--- src/sp0_regs.vh ---
// register map, field positions and timing counts of serial port zero
`ifndef SP0_REGS_VH
`define SP0_REGS_VH
`define SP0_CTRL_IDX      8'h98
`define SP0_DATA_IDX      8'h99
`define SP0_POWER_CONTROL_REG_IDX      8'h87
`define SP0_SLAVE_MATCH_ADDR_IDX     8'hA9
`define SP0_SLAVE_MATCH_MASK_IDX     8'hB9
`define SP0_IRQ_IDX       8'hC0
`define SP0_MASK_IDX      8'hC1
`define SP0_CTRL_ADDR     12'h260
`define SP0_DATA_ADDR     12'h264
`define SP0_POWER_CONTROL_REG_ADDR     12'h21C
`define SP0_SLAVE_MATCH_ADDR_ADDR    12'h2A4
`define SP0_SLAVE_MATCH_MASK_ADDR    12'h2E4
`define SP0_IRQ_ADDR      12'h300
`define SP0_MASK_ADDR     12'h304
`define SP0_B_M0          7
`define SP0_B_M1          6
`define SP0_B_MP          5
`define SP0_B_REN         4
`define SP0_B_TB8         3
`define SP0_B_RB8         2
`define SP0_B_TI          1
`define SP0_B_RI          0
`define SP0_P_DBL         7
`define SP0_P_FESEL       6
// mode 0 half shift periods, minus one: a bit is two halves
`define SP0_DIV12         4'h5
`define SP0_DIV4          4'h1
`define SP0_DIV_M2        6'h3F
`define SP0_ACC_T1        4'hF
`define SP0_ACC_T1_DBL    4'h7
`define SP0_MID           4'h7
`endif

--- src/sp0_uart.v ---
// serial port zero: mode 0 shift register and modes 1-3 async uart
// Behaviour
// - control bit 7 is mode bit or frame error
// - bad stop bit sets frame error, software clears
// - mode bits choose one of four modes
// - mode 0 shift clock osc/12 or osc/4
// - modes 2/3 multiproc: ninth bit 0 suppresses receive
// - mode 1 multiproc: need valid stop bit
// - reception only while receive enable set
// - modes 2/3 send software ninth bit
// - received ninth bit holds bit9 or stop
// - transmit flag set at bit 8 or stop
// - receive flag set at bit 8 or mid-stop
// - data address: read receive, write transmit
// - baud doubler doubles rate in modes 1-3
// - address compare only where mask bit set
//
// Our own choice: the APB interface to the registers.
`timescale 1ns/100ps
`include "sp0_regs.vh"
module sp0_uart (
    input  wire        pclk,
    input  wire        presetn,
    input  wire        psel,
    input  wire        penable,
    input  wire        pwrite,
    input  wire [11:0] paddr,
    input  wire [31:0] pwdata,
    output reg  [31:0] prdata,
    output reg         pready,
    output reg         pslverr,
    input  wire        timer_ovf,
    input  wire        rxd_in,
    output reg         rxd_out,
    output reg         rxd_oe,
    output reg         txd_out,
    output reg         irq
);
////////////////////////////////////////////////////////////////////////////
localparam ST_IDLE = 2'b00;
localparam ST_TX   = 2'b01;
localparam ST_RX   = 2'b10;

reg  [7:0]  ctrl_r;
reg  [7:0]  power_control_reg_r;
reg         fe_r;
reg  [7:0]  slave_match_addr_r;
reg  [7:0]  slave_match_mask_r;
reg  [7:0]  rxbuf_r;
reg  [1:0]  irq_st_r;
reg  [1:0]  irq_mk_r;
reg         rx_s1_r;
reg         rx_s2_r;
reg         rx_prev_r;
reg  [3:0]  pre_r;
reg  [5:0]  div2_r;
reg  [3:0]  tx_ph_r;
reg  [3:0]  rx_ph_r;
reg  [1:0]  tx_st_r;
reg  [1:0]  rx_st_r;
reg  [10:0] tx_sh_r;
reg  [3:0]  tx_cnt_r;
reg  [9:0]  rx_sh_r;
reg  [3:0]  rx_cnt_r;
reg         m0_ph_r;

wire        fesel  = power_control_reg_r[`SP0_P_FESEL];
wire        dbl    = power_control_reg_r[`SP0_P_DBL];
wire [1:0]  mode   = {ctrl_r[`SP0_B_M0], ctrl_r[`SP0_B_M1]};
wire        mp     = ctrl_r[`SP0_B_MP];
wire        ren    = ctrl_r[`SP0_B_REN];
wire        wr_en  = psel & penable & pwrite;
wire        rd_en  = psel & ~penable & ~pwrite;
////////////////////////////////////////////////////////////////////////////
// tick generation: 16 ticks per async bit, 8 in modes 1/3 with the doubler
wire [3:0] m0_div = mp ? `SP0_DIV4 : `SP0_DIV12;
wire       m0_tick = (pre_r == m0_div);
wire [5:0] m2_lim = dbl ? 6'h1F : `SP0_DIV_M2;
// 16 ticks per bit: every 4 clocks, every 2 with the doubler,
// so a mode 2 bit lasts 64 or 32 clocks
wire       m2_tick = (mode == 2'b10) &&
                     (dbl ? !div2_r[0] : (div2_r[1:0] == 2'b00));
// timer overflow is one tick; doubler halves ticks per bit in modes 1/3
wire       async_tick = (mode == 2'b10) ? m2_tick : timer_ovf;
wire [3:0] ph_lim = (mode == 2'b10) ? 4'hF
                  : (dbl ? `SP0_ACC_T1_DBL : `SP0_ACC_T1);

always @(posedge pclk or negedge presetn) begin
    if (!presetn) begin
        pre_r  <= 4'h0;
        div2_r <= 6'h00;
    end else begin
        pre_r  <= m0_tick ? 4'h0 : pre_r + 4'h1;
        div2_r <= (div2_r >= m2_lim) ? 6'h00 : div2_r + 6'h01;
    end
end
////////////////////////////////////////////////////////////////////////////
// receive address filter
// mode 1 frame is one bit shorter, so its byte sits one place higher
// at the moment the last bit is sampled
wire [7:0] rx_byte = mode[1] ? rx_sh_r[8:1] : rx_sh_r[9:2];
wire       addr_ok = (((rx_byte ^ slave_match_addr_r) & slave_match_mask_r) == 8'h00);
wire       rx_bit  = rx_s2_r;
wire       tx_end  = (tx_st_r == ST_TX);
reg        ri_set;
reg        ti_set;
reg        fe_set;
reg        rb8_set;
reg        rb8_val;
////////////////////////////////////////////////////////////////////////////
always @(posedge pclk or negedge presetn) begin
    if (!presetn) begin
        rx_s1_r   <= 1'b1;
        rx_s2_r   <= 1'b1;
        rx_prev_r <= 1'b1;
    end else begin
        rx_s1_r   <= rxd_in;
        rx_s2_r   <= rx_s1_r;
        rx_prev_r <= rx_s2_r;
    end
end

always @(posedge pclk or negedge presetn) begin
    if (!presetn) begin
        tx_st_r  <= ST_IDLE;
        rx_st_r  <= ST_IDLE;
        tx_sh_r  <= 11'h7FF;
        tx_cnt_r <= 4'h0;
        rx_sh_r  <= 10'h000;
        rx_cnt_r <= 4'h0;
        tx_ph_r  <= 4'h0;
        rx_ph_r  <= 4'h0;
        m0_ph_r  <= 1'b0;
        rxbuf_r  <= 8'h00;
        txd_out  <= 1'b1;
        rxd_out  <= 1'b1;
        rxd_oe   <= 1'b0;
        ri_set   <= 1'b0;
        ti_set   <= 1'b0;
        fe_set   <= 1'b0;
        rb8_set  <= 1'b0;
        rb8_val  <= 1'b0;
    end else begin
        ri_set  <= 1'b0;
        ti_set  <= 1'b0;
        fe_set  <= 1'b0;
        rb8_set <= 1'b0;
        if (wr_en && paddr == `SP0_DATA_ADDR) begin
            tx_st_r  <= ST_TX;
            tx_cnt_r <= 4'h0;
            tx_ph_r  <= 4'h0;
            m0_ph_r  <= 1'b0;
            // start, data lsb first, ninth or stop, stop
            tx_sh_r  <= {1'b1, ctrl_r[`SP0_B_TB8] | ~mode[1],
                         pwdata[7:0], 1'b0};
            if (mode == 2'b00) begin
                tx_sh_r <= {3'b111, pwdata[7:0]};
                rxd_oe  <= 1'b1;
            end
        end else if (mode == 2'b00 && (tx_end || rx_st_r == ST_RX)) begin
            // shift clock runs for either direction, low half first
            if (m0_tick) begin
                m0_ph_r <= ~m0_ph_r;
                if (!m0_ph_r) begin
                    if (tx_end)
                        rxd_out <= tx_sh_r[0];
                    txd_out <= 1'b0;
                end else begin
                    txd_out <= 1'b1;
                    if (tx_end) begin
                        tx_sh_r  <= {1'b1, tx_sh_r[10:1]};
                        tx_cnt_r <= tx_cnt_r + 4'h1;
                    end
                    // data line keeps its last bit; oe releases the pin
                    if (tx_end && tx_cnt_r == 4'h7) begin
                        tx_st_r <= ST_IDLE;
                        rxd_oe  <= 1'b0;
                        ti_set  <= 1'b1;
                    end
                end
            end
        end else if (tx_end && async_tick) begin
            tx_ph_r <= (tx_ph_r == ph_lim) ? 4'h0 : tx_ph_r + 4'h1;
            if (tx_ph_r == 4'h0) begin
                txd_out  <= tx_sh_r[0];
                tx_sh_r  <= {1'b1, tx_sh_r[10:1]};
                tx_cnt_r <= tx_cnt_r + 4'h1;
                // stop bit is bit 9 in mode 1, bit 10 otherwise
                if (tx_cnt_r == (mode[1] ? 4'hA : 4'h9))
                    ti_set <= 1'b1;
                if (tx_cnt_r == (mode[1] ? 4'hB : 4'hA)) begin
                    tx_st_r <= ST_IDLE;
                    txd_out <= 1'b1;
                end
            end
        end
        // mode 0 receive: clear of ri with ren starts a shift
        if (mode == 2'b00) begin
            if (rx_st_r == ST_IDLE && ren && !ctrl_r[`SP0_B_RI]
                && !tx_end) begin
                rx_st_r  <= ST_RX;
                rx_cnt_r <= 4'h0;
                m0_ph_r  <= 1'b0;
            end else if (rx_st_r == ST_RX && m0_tick && m0_ph_r) begin
                rx_sh_r  <= {rx_bit, rx_sh_r[9:1]};
                rx_cnt_r <= rx_cnt_r + 4'h1;
                if (rx_cnt_r == 4'h7) begin
                    rx_st_r <= ST_IDLE;
                    rxbuf_r <= {rx_bit, rx_sh_r[9:3]};
                    ri_set  <= 1'b1;
                end
            end
        end else if (rx_st_r == ST_IDLE) begin
            if (ren && rx_prev_r && !rx_bit) begin
                rx_st_r  <= ST_RX;
                rx_cnt_r <= 4'h0;
                rx_ph_r  <= 4'h0;
            end
        end else if (async_tick) begin
            rx_ph_r <= (rx_ph_r == ph_lim) ? 4'h0 : rx_ph_r + 4'h1;
            if (rx_ph_r == (ph_lim >> 1)) begin
                rx_cnt_r <= rx_cnt_r + 4'h1;
                rx_sh_r  <= {rx_bit, rx_sh_r[9:1]};
                if (rx_cnt_r == 4'h0 && rx_bit)
                    rx_st_r <= ST_IDLE; // false start
                if (rx_cnt_r == (mode[1] ? 4'hA : 4'h9)) begin
                    rx_st_r <= ST_IDLE;
                    fe_set  <= ~rx_bit;
                    if (!ctrl_r[`SP0_B_RI] &&
                        (!mp || (mode == 2'b01 && rx_bit) ||
                         (mode[1] && rx_sh_r[9] && addr_ok)))
                    begin
                        rxbuf_r <= rx_byte;
                        ri_set  <= 1'b1;
                        rb8_set <= 1'b1;
                        rb8_val <= mode[1] ? rx_sh_r[9] : rx_bit;
                    end
                end
            end
        end
    end
end
////////////////////////////////////////////////////////////////////////////
// software registers; hardware set wins over clear
always @(posedge pclk or negedge presetn) begin
    if (!presetn) begin
        ctrl_r   <= 8'h00;
        fe_r     <= 1'b0;
        power_control_reg_r   <= 8'h00;
        slave_match_addr_r  <= 8'h00;
        slave_match_mask_r  <= 8'h00;
        irq_st_r <= 2'b00;
        irq_mk_r <= 2'b00;
    end else begin
        if (wr_en && paddr == `SP0_CTRL_ADDR) begin
            ctrl_r[7:3] <= {fesel ? ctrl_r[7] : pwdata[7],
                            pwdata[6:3]};
            ctrl_r[2:0] <= pwdata[2:0];
            if (fesel)
                fe_r <= pwdata[7];
        end
        if (wr_en && paddr == `SP0_POWER_CONTROL_REG_ADDR)
            power_control_reg_r <= {pwdata[7:6], 6'h00};
        if (wr_en && paddr == `SP0_SLAVE_MATCH_ADDR_ADDR)
            slave_match_addr_r <= pwdata[7:0];
        if (wr_en && paddr == `SP0_SLAVE_MATCH_MASK_ADDR)
            slave_match_mask_r <= pwdata[7:0];
        if (wr_en && paddr == `SP0_MASK_ADDR)
            irq_mk_r <= pwdata[1:0];
        if (wr_en && paddr == `SP0_IRQ_ADDR)
            irq_st_r <= irq_st_r & ~pwdata[1:0];
        if (ti_set) begin
            ctrl_r[`SP0_B_TI] <= 1'b1;
            irq_st_r[1]       <= 1'b1;
        end
        if (ri_set) begin
            ctrl_r[`SP0_B_RI] <= 1'b1;
            irq_st_r[0]       <= 1'b1;
        end
        if (rb8_set && mode != 2'b00)
            ctrl_r[`SP0_B_RB8] <= rb8_val;
        if (fe_set)
            fe_r <= 1'b1;
    end
end
////////////////////////////////////////////////////////////////////////////
// apb: zero wait, read data registered in setup cycle
always @(posedge pclk or negedge presetn) begin
    if (!presetn) begin
        prdata  <= 32'h00000000;
        pready  <= 1'b0;
        pslverr <= 1'b0;
        irq     <= 1'b0;
    end else begin
        pready  <= psel & ~penable;
        pslverr <= 1'b0;
        irq     <= |(irq_st_r & irq_mk_r);
        if (rd_en) begin
            case (paddr)
            `SP0_CTRL_ADDR:  prdata <= {24'h000000,
                                 fesel ? fe_r : ctrl_r[7],
                                 ctrl_r[6:0]};
            `SP0_DATA_ADDR:  prdata <= {24'h000000, rxbuf_r};
            `SP0_POWER_CONTROL_REG_ADDR:  prdata <= {24'h000000, power_control_reg_r};
            `SP0_SLAVE_MATCH_ADDR_ADDR: prdata <= {24'h000000, slave_match_addr_r};
            `SP0_SLAVE_MATCH_MASK_ADDR: prdata <= {24'h000000, slave_match_mask_r};
            `SP0_IRQ_ADDR:   prdata <= {30'h00000000, irq_st_r};
            `SP0_MASK_ADDR:  prdata <= {30'h00000000, irq_mk_r};
            default:         prdata <= 32'h00000000;
            endcase
        end else if (psel && !penable) begin
            // writes answer with zero data, so unmapped ones read clean
            prdata <= 32'h00000000;
        end
        if (psel && !penable && !(paddr == `SP0_CTRL_ADDR ||
            paddr == `SP0_DATA_ADDR || paddr == `SP0_POWER_CONTROL_REG_ADDR ||
            paddr == `SP0_SLAVE_MATCH_ADDR_ADDR || paddr == `SP0_SLAVE_MATCH_MASK_ADDR ||
            paddr == `SP0_IRQ_ADDR || paddr == `SP0_MASK_ADDR))
            pslverr <= 1'b1;
    end
end

endmodule // sp0_uart

--- config.mk ---
export PLATFORM = sky130hd
export DESIGN_NAME = sp0_uart
export DESIGN_NICKNAME = d
export VERILOG_FILES = /design/src/sp0_uart.v
export VERILOG_INCLUDE_DIRS = /design/src
export SDC_FILE = /design/constraint.sdc
export NUM_CORES = 1
export LEC_CHECK = 0
export ABC_AREA = 1
export BUFFER_PORTS_ARGS = -buffer_cell sky130_fd_sc_hd__buf_2
export CAP_MARGIN = 10
export CORE_ASPECT_RATIO = 1.25
export CORE_MARGIN = 4
export CORE_UTILIZATION = 41
export DETAILED_ROUTE_END_ITERATION = 7
export PLACE_DENSITY = 0.64
export SLEW_MARGIN = 20
export SYNTH_ARGS = -nofsm -noshare
export SYNTH_HDL_FRONTEND = slang
export SYNTH_SLANG_ARGS = --single-unit
--- constraint.sdc ---
create_clock -name pclk -period 2.08 [get_ports pclk]
set_input_delay 0.416 -clock pclk [delete_from_list [all_inputs] [get_ports pclk]]
set_output_delay 0.416 -clock pclk [all_outputs]
set_load 0.005 [all_outputs]
# Word-level counts from Yosys, hierarchy flattened
# Index checks and enable logic that the tools add are counted.
# W data, S select, Z words.
classes:
  n_addsub: 6
  mul: 0
  n_div: 0
  n_lt_le_gt_ge: 1
  eq_ne: 35
  shift: 0
  muxes: 129
  n_bitwise: 19
  reduce_logical: 90
op_table:
  columns: ["op", "count"]
  rows:
  - ["$mux W4", 24]
  - ["$eq A12 B10 Y1 const B", 7]
  - ["$mux W8", 10]
  - ["$mux W11", 7]
  - ["$mux W10", 7]
  - ["$mux W32", 2]
  - ["$pmux W8 S7", 1]
  - ["$mux W1", 54]
  - ["$reduce_bool A2 Y1", 21]
  - ["$mux W2", 20]
  - ["$logic_and A1 B1 Y1", 26]
  - ["$add A4 B1 Y4 const B", 5]
  - ["$eq A4 B4 Y1", 5]
  - ["$reduce_and A5 Y1", 4]
  - ["$reduce_and A6 Y1", 3]
  - ["$reduce_bool A3 Y1", 5]
  - ["$mux W6", 2]
  - ["$logic_or A1 B1 Y1", 9]
  - ["$ne A3 B3 Y1 const B", 3]
  - ["$not A1 Y1", 9]
  - ["$and A8 B8 Y8", 1]
  - ["$eq A4 B3 Y1", 2]
  - ["$eq A4 B3 Y1 const B", 2]
  - ["$logic_not A4 Y1", 2]
  - ["23 further kinds", 49]
word_totals:
  register_bits: 137
  latch_bits: 0
  ram_bits: 0
  rom_bits: 0
  inputBits: 51
  out_inout_bits: 38
  memories: 0

# Depth between registers and ports, before layout
# Gate-level depths: netlist (run 1).
depth:
  ltp_word: 13
  ltp_mapped: 15
  ltp_nobuf: 14

# Worst setup path after synthesis (run 1)
# OpenSTA, ideal clock, no wires.
synth_timing:
  path_kind: "register -> register"
  start: "reg ctrl_r[6]"
  end: "reg rxbuf_r[0]"
  setup_time_ns: 0.116
  t_arrival_ns: 1.495
  required_ns: 1.964
  path_slack_ns: 0.469
  path_stages_with_launch: 10
  n_path_buf: 1
  period_less_slack_ns: 1.611
  path_cell_list: "dfrtp_1 -> nor2_1 -> buf_2 -> inv_2 -> nor3_2 -> nor2_4 -> nor2_8 -> nand2_4 -> nand2_1 -> nand2_1"
synth_via:
  elab_chain_len: 7
  elab_cells_between_ends: 21
synth_lines:
  columns: ["element", "line", "text"]
  rows:
  - ["from (decl)", "sp0_uart.v:44", "reg [7:0] ctrl_r;"]
  - ["from (signal assigned)", "sp0_uart.v:256", "ctrl_r[7:3] <= {fesel ? ctrl_r[7] : pwdata[7],"]
  - ["from (signal, indexed assignment)", "sp0_uart.v:281", "ctrl_r[`SP0_B_RB8] <= rb8_val;"]
  - ["branches (longest 7 deep; another with $reduce_and A8 Y1)", null, null]
  - ["to (signal assigned)", "sp0_uart.v:209", "rxbuf_r <= {rx_bit, rx_sh_r[9:3]};"]
  - ["to (signal assigned)", "sp0_uart.v:233", "rxbuf_r <= rx_byte;"]
  - ["to (decl)", "sp0_uart.v:49", "reg [7:0] rxbuf_r;"]
# Parallel ways; which one is timed is not known.
# A chain may end at the register's enable or synchronous reset.

# Worst setup path after layout (run 1)
layout_timing:
  start: "reg ctrl_r[7]"
  end: "reg rxbuf_r[3]"
layout_via:
  elab_chain_len: 9
  elab_cells_between_ends: 34
layout_lines:
  columns: ["element", "line", "text"]
  rows:
  - ["$mux W8", "sp0_uart.v:101", "wire [7:0] rx_byte = mode[1] ? rx_sh_r[8:1] : rx_sh_r[9:2];"]
  - ["$xor A8 B8 Y8", "sp0_uart.v:102", "wire addr_ok = (((rx_byte ^ slave_match_addr_r) & slave_match_mask_r) == 8'h00);"]
  - ["$and A8 B8 Y8", "sp0_uart.v:102", null]
  - ["$logic_not A8 Y1", "sp0_uart.v:102", null]
  - ["$logic_and A1 B1 Y1", "sp0_uart.v:231", "(mode[1] && rx_sh_r[9] && addr_ok)))"]
  - ["$logic_or A1 B1 Y1", "sp0_uart.v:230", "(!mp || (mode == 2'b01 && rx_bit) ||"]
  - ["$logic_and A1 B1 Y1", "sp0_uart.v:229", "if (!ctrl_r[`SP0_B_RI] &&"]
  - ["$reduce_bool A2 Y1 (no source line)", null, null]
  - ["$reduce_and A8 Y1 (no source line)", null, null]
# Several ways; a longest one is shown, not always the timed one. The select of a mux whose other input is x is not followed.

==> out/results.tsv, run 1 <==
stage	metric	value	unit
grt	initial antenna violation count	0	
timing	Max Fclk	522.8	MHz
floorplan	Core Area	14470	um2
final_layout	post-route design area	6769	um2
power	P_int	3409	uW
critical_path	Critical-path top delay cell	dfrtp_2	
critical_path	Crit Path Category	flop to flop	
critical_path	slowest stage delay, CP	0.47	ns
power	IR drop worst, VDD	0.0003318	V
floorplan	Top Ports	89	
grt	largest net degree at the start of global routing	50	
grt	GRT Util Overall	18.54	%
power	Reg power frac	49.7	%
grt	first-pass GRT wire length	24480	um
grt	total congestion overflow	0	
placed_design	PortBufs	40	
floorplan	die area	16790	um2
placed_design	DP HPWL	11290	um
route	Final ANT Viol Nets	0	
final_layout	nets@finish	900	
logic_synthesis	sequential share of the synthesized area	45.34	%
timing	Fin Clk Skew	0.01020	ns
final_layout	share of cells above drive strength 1	15.62	%
timing	min Tclk post-route	1.913	ns
route	Via Count	5239	
critical_path	most frequent cell on the critical path	nand2_1	
final_layout	fill count	1494	
timing	Final Slew Violations	0	
timing	RSZ-0062 raised after global routing	false	
logic_synthesis	Post-synth EDFFs	0	
critical_path	required time of the worst setup path	2.33	ns
grt	met3 Track Usage GR	2.190	%
placed_design	dpl cell area	6469	um2
timing	setup violators final	0	
logic_synthesis	Post-Synthesis Cells	780	
route	Post-Route WL	14700	um
route	via/cell ratio	5.121	
power	power density over cell area	715.6	nW/um2
logic_synthesis	asr flop ratio synth	100.0	%
power	net switching power	1435	uW
power	clock group share of total power	34.4	%
placed_design	Final GP Congestion	0.9066	
logic_synthesis	Unique masters post-synth	47	
route	Iteration-0 DRC Markers	239	
final_layout	area grow syn2layout	11.75	%
logic_synthesis	#FFs+latches synth	109	
grt	met2 usage in global routing	30.60	%
timing	Final Hold Vio Count	0	
timing	final period utilization	91.96	%
critical_path	cell family with most CP delay	simple AND/OR/NAND/NOR gates	
grt	GR Layer Usage met1	23.94	%
job	Max-Cap Viols	0	
logic_synthesis	Mean Syn Cell Area	7.765	um2
clock_tree	clk sinks	109	
timing	fin worst setup slack	0.1673	ns
route	routed len/inst	14.37	um
critical_path	Worst Path Max Fanout	15	
critical_path	worst path bufs/invs	2	
floorplan	Initial Util	41.86	%
power	Comb power frac	15.9	%
run_status	status	finished clean	
placed_design	Setup WS pre-CTS	0.08076	ns
clock_tree	buffers from clock root to sink, at most	2	
final_layout	ANT cells	0	
clock_tree	Reg clk slew, reported paths	0.07	ns
power	leakage power	0.003466	uW
clock_tree	worst skew pair latency	0.36	ns
critical_path	Crit. End Element	flop	
timing	Setup TNS Final	0	ns
clock_tree	H-tree Lvls	3	
worst_hold_path	worst hold path type	primary input to async pin	
logic_synthesis	mapped cell area	6057	um2
route	router iterations before antenna repair	4	
grt	number of global-route vias before repair	5040	
clock_tree	CTS tree	yes	
power	Sw Ratio	29.63	%
grt	GRT Max-Usage Layer	met2	
clock_tree	root buffer cell	clkbuf_16	
critical_path	Cell Chain, Critical Path	nor2_1 -> buf_6 -> inv_2 -> nor3_2 -> nor2_4 -> nor2_8 -> nand2_4 -> nand2_1 -> nand2_1	
clock_tree	total CTS buffers	9	
route	DRC Markers	0	
floorplan	chip width	116.7	um
logic_synthesis	prevailing post-synth register cell	dfrtp_1	
floorplan	die extent in y	143.9	um
critical_path	startpoint types	flop	
floorplan	num rows	49	
critical_path	CP arrival	2.16	ns
logic_synthesis	Yosys Warn Count	0	
-- placed cells by master, fill, tap and decap left out, drive strengths merged --
cell type	n
nand2	243
o21ai	106
dfrtp	94
inv	92
buf	65
nand3	63
nor2	49
conb	24
a21oi	17
dfstp	15
nor3	12
clkbuf	10
ha	9
nand4	8
clkinv	5
a22o	4
o31ai	4
a31oi	3
xor2	3
o221ai	2
a22oi	2
nor3b	2
nor4	2
clkinvlp	2
mux2i	1
a31o	1
xnor2	1
and3	1
o41ai	1
o22ai	1
o211ai	1
o311ai	1
a41oi	1
-- kinds of logic (layout without fill, tap and decap cells) --
kind of cell,Yosys count,after routing,share of synthesized area (%)
AND/OR/NAND/NOR,380,380,28.20
AO/OA/AOI/OAI,144,144,13.08
buffers and inverters,132,174,10.72
flip-flops,109,109,45.34
adder cells (fa/ha/maj),9,9,1.859
XOR/XNOR,4,4,0.5785
other,1,24,0.06191
multiplexers,1,1,0.1653
-- cell usage after synthesis, drive strengths merged (3+ instances only) --
cell type / instances / area (um2)
nor3: 12 / 103.9
nand2: 243 / 974.7
dfstp: 15 / 394.1
xor2: 3 / 26.28
o21ai: 106 / 541.8
o31ai: 4 / 30.03
inv: 91 / 341.6
a31oi: 3 / 18.77
ha: 9 / 112.6
clkbuf: 3 / 11.26
nand4: 8 / 50.05
a22o: 4 / 35.03
buf: 36 / 289.0
nand3: 63 / 320.3
nor2: 49 / 225.2
a21oi: 17 / 85.08
dfrtp: 94 / 2352
-- final cells by class --
cell class / count / area (um2) / area share (%)
Sequential cell: 109 / 2748 / 40.59
Inverter: 93 / 351.6 / 5.194
Timing Repair Buffer: 65 / 414.1 / 6.118
Tap cell: 178 / 222.7 / 3.290
Multi-Input combinational cell: 562 / 2748 / 40.59
Clock buffer: 10 / 239.0 / 3.530
Clock inverter: 6 / 46.29 / 0.6839
-- final timing paths --
check | startpoint | endpoint | slack, ns | depth (start not counted)
worst max-delay path | ctrl_r[7] | rxbuf_r[3] | 0.17 | 9
worst min-delay path | presetn | div2_r[3] | 0.004 | 1
worst max register to register | ctrl_r[7] | rxbuf_r[3] | 0.17 | 9
worst min register to register | rx_s1_r | rx_bit | 0.36 | 0
max in group asynchronous | presetn | tx_sh_r[2] | 1.42 | 2
min in group pclk | rxd_in | rx_s1_r | 0.16 | 1
-- metrics by stage --
stage,hold slack [ns],std cells,util [%],power [uW]
final,0.004013,1023,46.78,4844
after detailed placement,0.3505,1007,44.71,3217
after global routing,0.04383,1023,46.78,5130
after CTS,0.01099,1023,46.68,4904
after global placement,0.3462,1007,44.71,3202
after floorplan,0.1204,803,-,2983
-- sequential cells by signal, summed over array words and instances, names as in the netlist, 2 cells and up --
register	cells
tx_cnt_r	4
pre_r	4
rxbuf_r	8
ctrl_r	8
rx_cnt_r	4
prdata	8
slave_match_mask_r	8
irq_mk_r	2
irq_st_r	2
rx_ph_r	4
div2_r	6
tx_ph_r	4
tx_sh_r	10
slave_match_addr_r	8
power_control_reg_r	2
rx_sh_r	9
-- power by group through the flow --
| stage | Clock, uW | Sequential [uW] | Combinational, uW |
|---|---|---|---|
| global placement | 0 | 2440 | 758 |
| finish | 1670 | 2410 | 769 |
| detailed placement | 0 | 2450 | 772 |
| global route | 1790 | 2430 | 907 |
| floorplan | 0 | 2420 | 562 |
| CTS | 1720 | 2410 | 777 |
-- what timing repair did --
action                     in CTS  in global routing
setup buffers                   0                  0
gates resized for setup         0                  6
hold buffers                    0                  0
setup endpoints to repair       0                 17
-- routing by layer --
layer  vias to the layer above  share of wire [%]
met5                         -                  0
met4                         0                3.8
met3                        35                4.3
met2                       140                 48
met1                      2451                 44
li1                       2613                  -
(Power assumes the default switching activity.)
==> run 2, diff against run 1 <==
Settings changed: CORE_UTILIZATION 41 to 30, PLACE_DENSITY 0.64 to 0.5.
==> run 2 against run 1 <==
Net effect:
- final area increased by 1.6%
- die area increased by 34%
- critical path depth increased by 5
- power decreased by 1.0%
- clock skew decreased by 0.0018 ns
- combinational power decreased by 5.1%
- clock power about the same
- count of clock-buffer cells in the layout increased by 2
- register-to-register slack improved by 0.05 ns
- critical path type unchanged
- largest power group unchanged
==> out/results.tsv, run 2 (synthesized netlist as in run 1, its figures left out) <==
stage	metric	value	unit	change
grt	largest net degree at the start of global routing	43		was 50
critical_path	required time of the worst setup path	2.32	ns	was 2.33 ns
power	Tot Pwr	4793	uW	was 4844 uW
power	power density over cell area	697.3	nW/um2	was 715.6 nW/um2
timing	Fin Clk Skew	0.008406	ns	was 0.01020 ns
placed_design	PortBufs	40		unchanged
final_layout	ANT cells	0		unchanged
power	leakage power	0.003462	uW	was 0.003466 uW
floorplan	Core Area	19610	um2	was 14470 um2
floorplan	Top Ports	89		unchanged
final_layout	area grow syn2layout	13.49	%	was 11.75%
job	Max-Cap Viols	0		unchanged
clock_tree	buffers from clock root to sink, at most	2		unchanged
floorplan	Initial Util	30.88	%	was 41.86%
final_layout	post-route design area	6874	um2	was 6769 um2
placed_design	DP HPWL	11860	um	was 11290 um
critical_path	Crit Path Category	flop to flop		unchanged
timing	final period utilization	89.66	%	was 91.96%
final_layout	max reg flops	10		unchanged
clock_tree	H-tree Lvls	3		unchanged
final_layout	fill count	2098		was 1494
critical_path	Worst R2R Start	ctrl_r[7]		unchanged
critical_path	Worst Setup SP	ctrl_r[7]		unchanged
placed_design	dpl cell area	6575	um2	was 6469 um2
floorplan	num rows	57		was 49
critical_path	CP arrival	2.11	ns	was 2.16 ns
timing	RSZ-0062 raised after global routing	false		unchanged
route	via/cell ratio	4.583		was 5.121
final_layout	nets@finish	899		was 900
grt	initial antenna violation count	0		unchanged
timing	Min Hold Slack	0.006994	ns	was 0.004013 ns
final_layout	register area	2748	um2	unchanged
final_layout	top flop regs	tx_sh_r x10, rx_sh_r x9		unchanged
route	DRC Markers	0		unchanged
grt	number of global-route vias before repair	4836		was 5040
floorplan	chip width	135.1	um	was 116.7 um
floorplan	die area	22540	um2	was 16790 um2
timing	setup violators final	0		unchanged
grt	first-pass GRT wire length	25470	um	was 24480 um
timing	Final Slew Violations	0		unchanged
clock_tree	total CTS buffers	9		unchanged
route	routed len/inst	14.05	um	was 14.37 um
timing	Setup TNS Final	0	ns	unchanged
timing	Max Fclk	536.2	MHz	was 522.8 MHz
final_layout	commonest non-fill, non-tap cell in the layout	nand2_1		unchanged
clock_tree	worst skew pair latency	0.35	ns	was 0.36 ns
timing	min Tclk post-route	1.865	ns	was 1.913 ns
route	Via Count	5083		was 5239
run_status	status	finished clean		unchanged
worst_hold_path	worst hold path type	primary input to async pin		unchanged
clock_tree	Reg clk slew, reported paths	0.07	ns	about the same
route	router iterations before antenna repair	4		unchanged
floorplan	die extent in y	166.9	um	was 143.9 um
final_layout	commonest non-fill, non-tap cells in the layout	nand2_1 (230), dfrtp_1 (93), inv_1 (86), o21ai_0 (80), nand3_1 (62)		was nand2_1 (230), dfrtp_1 (93), inv_1 (86), o21ai_0 (79), nand3_1 (62)
critical_path	Worst Path Max Fanout	16		was 15
power	IR drop worst, VDD	0.0004240	V	was 0.0003318 V
critical_path	Crit. End Element	flop		unchanged
final_layout	share of cells above drive strength 1	15.52	%	was 15.62%
route	Final ANT Viol Nets	0		unchanged
critical_path	startpoint types	flop		unchanged
final_layout	area of the multi-input gates	2750	um2	was 2748 um2
final_layout	final core utilization	35.05	%	was 46.78%
grt	total congestion overflow	0		unchanged
final_layout	Top reg by flops	tx_sh_r		unchanged
clock_tree	clk sinks	109		unchanged
route	Iteration-0 DRC Markers	288		was 239
placed_design	Final GP Congestion	0.8010		was 0.9066
route	Post-Route WL	15580	um	was 14700 um
grt	GRT Util Overall	14.05	%	was 18.54%
clock_tree	root buffer cell	clkbuf_16		unchanged
clock_tree	CTS tree	yes		unchanged
timing	Final Hold Vio Count	0		unchanged
==> run 2: cell count changes in the layout (fill, tap and decap cells not counted), sizes merged <==
cell | previous run | this run
clkbuf | 10 | 12
clkinvlp | 2 | 1
buf | 65 | 64
inv | 92 | 91
==> run 2: through the flow <==
step / setup slack, ns / instances
global route: 0.02889 / 1109
global placement: 0.1052 / 1092
CTS: 0.07551 / 1108
floorplan: 0.4690 / 803
finish: 0.2150 / 1109
detailed placement: 0.09075 / 1092
==> run 2: cell type report <==
type,count,area share (%)
Tap cell,265,4.823
Timing Repair Buffer,64,5.988
Multi-Input combinational cell,562,40.01
Inverter,93,5.151
Clock buffer,12,3.731
Sequential cell,109,39.97
Clock inverter,4,0.3276
==> run 2: worst max-delay path, cell delays in order, from the launching register on <==
cell	delay [ns]
dfrtp_2	0.46
buf_6	0.19
nand2_1	0.08
nand2_1	0.11
nand2_1	0.06
nand3_1	0.09
nand2_1	0.06
nor2_1	0.08
nand3_1	0.10
nand2_1	0.08
nand2_2	0.09
nand2_4	0.14
nand2_4	0.10
nand2_1	0.07
nand2_1	0.04
==> run 2: path summary, 6_finish.rpt <==
check,end,slack [ns],depth (start not counted)
min,irq,0.007,1
max in group asynchronous,rxd_out,1.40,2
max reg2reg,rxbuf_r[6],0.22,14
max,rxbuf_r[6],0.22,14
min reg2reg,rx_bit,0.36,0
min in group pclk,rx_s1_r,0.16,1
==> run 2: timing repair <==
action | 4_1_cts | 5_1_grt
buffers inserted | 0 | 1
resized for setup | 0 | 6
endpoints found under the hold margin | 0 | 0
endpoints found under the setup margin | 0 | 28
hold buffers | 0 | 0
==> run 2: power breakdown <==
part | internal [uW] | total [uW] | switching, uW
sequential | 2280 | 2410 | 139
clock | 874 | 1650 | 776
combinational | 269 | 730 | 461
total | 3420 | 4790 | 1380
==> run 2: routing by layer <==
| layer | up-vias | GRT usage [%] | wire length [um] |
|---|---|---|---|
| met5 | - | 0 | 0 |
| met4 | 0 | 4.472 | 248 |
| met3 | 14 | 1.660 | 506 |
| met2 | 94 | 23.94 | 7693 |
| met1 | 2366 | 18.52 | 7134 |
| li1 | 2609 | - | - |
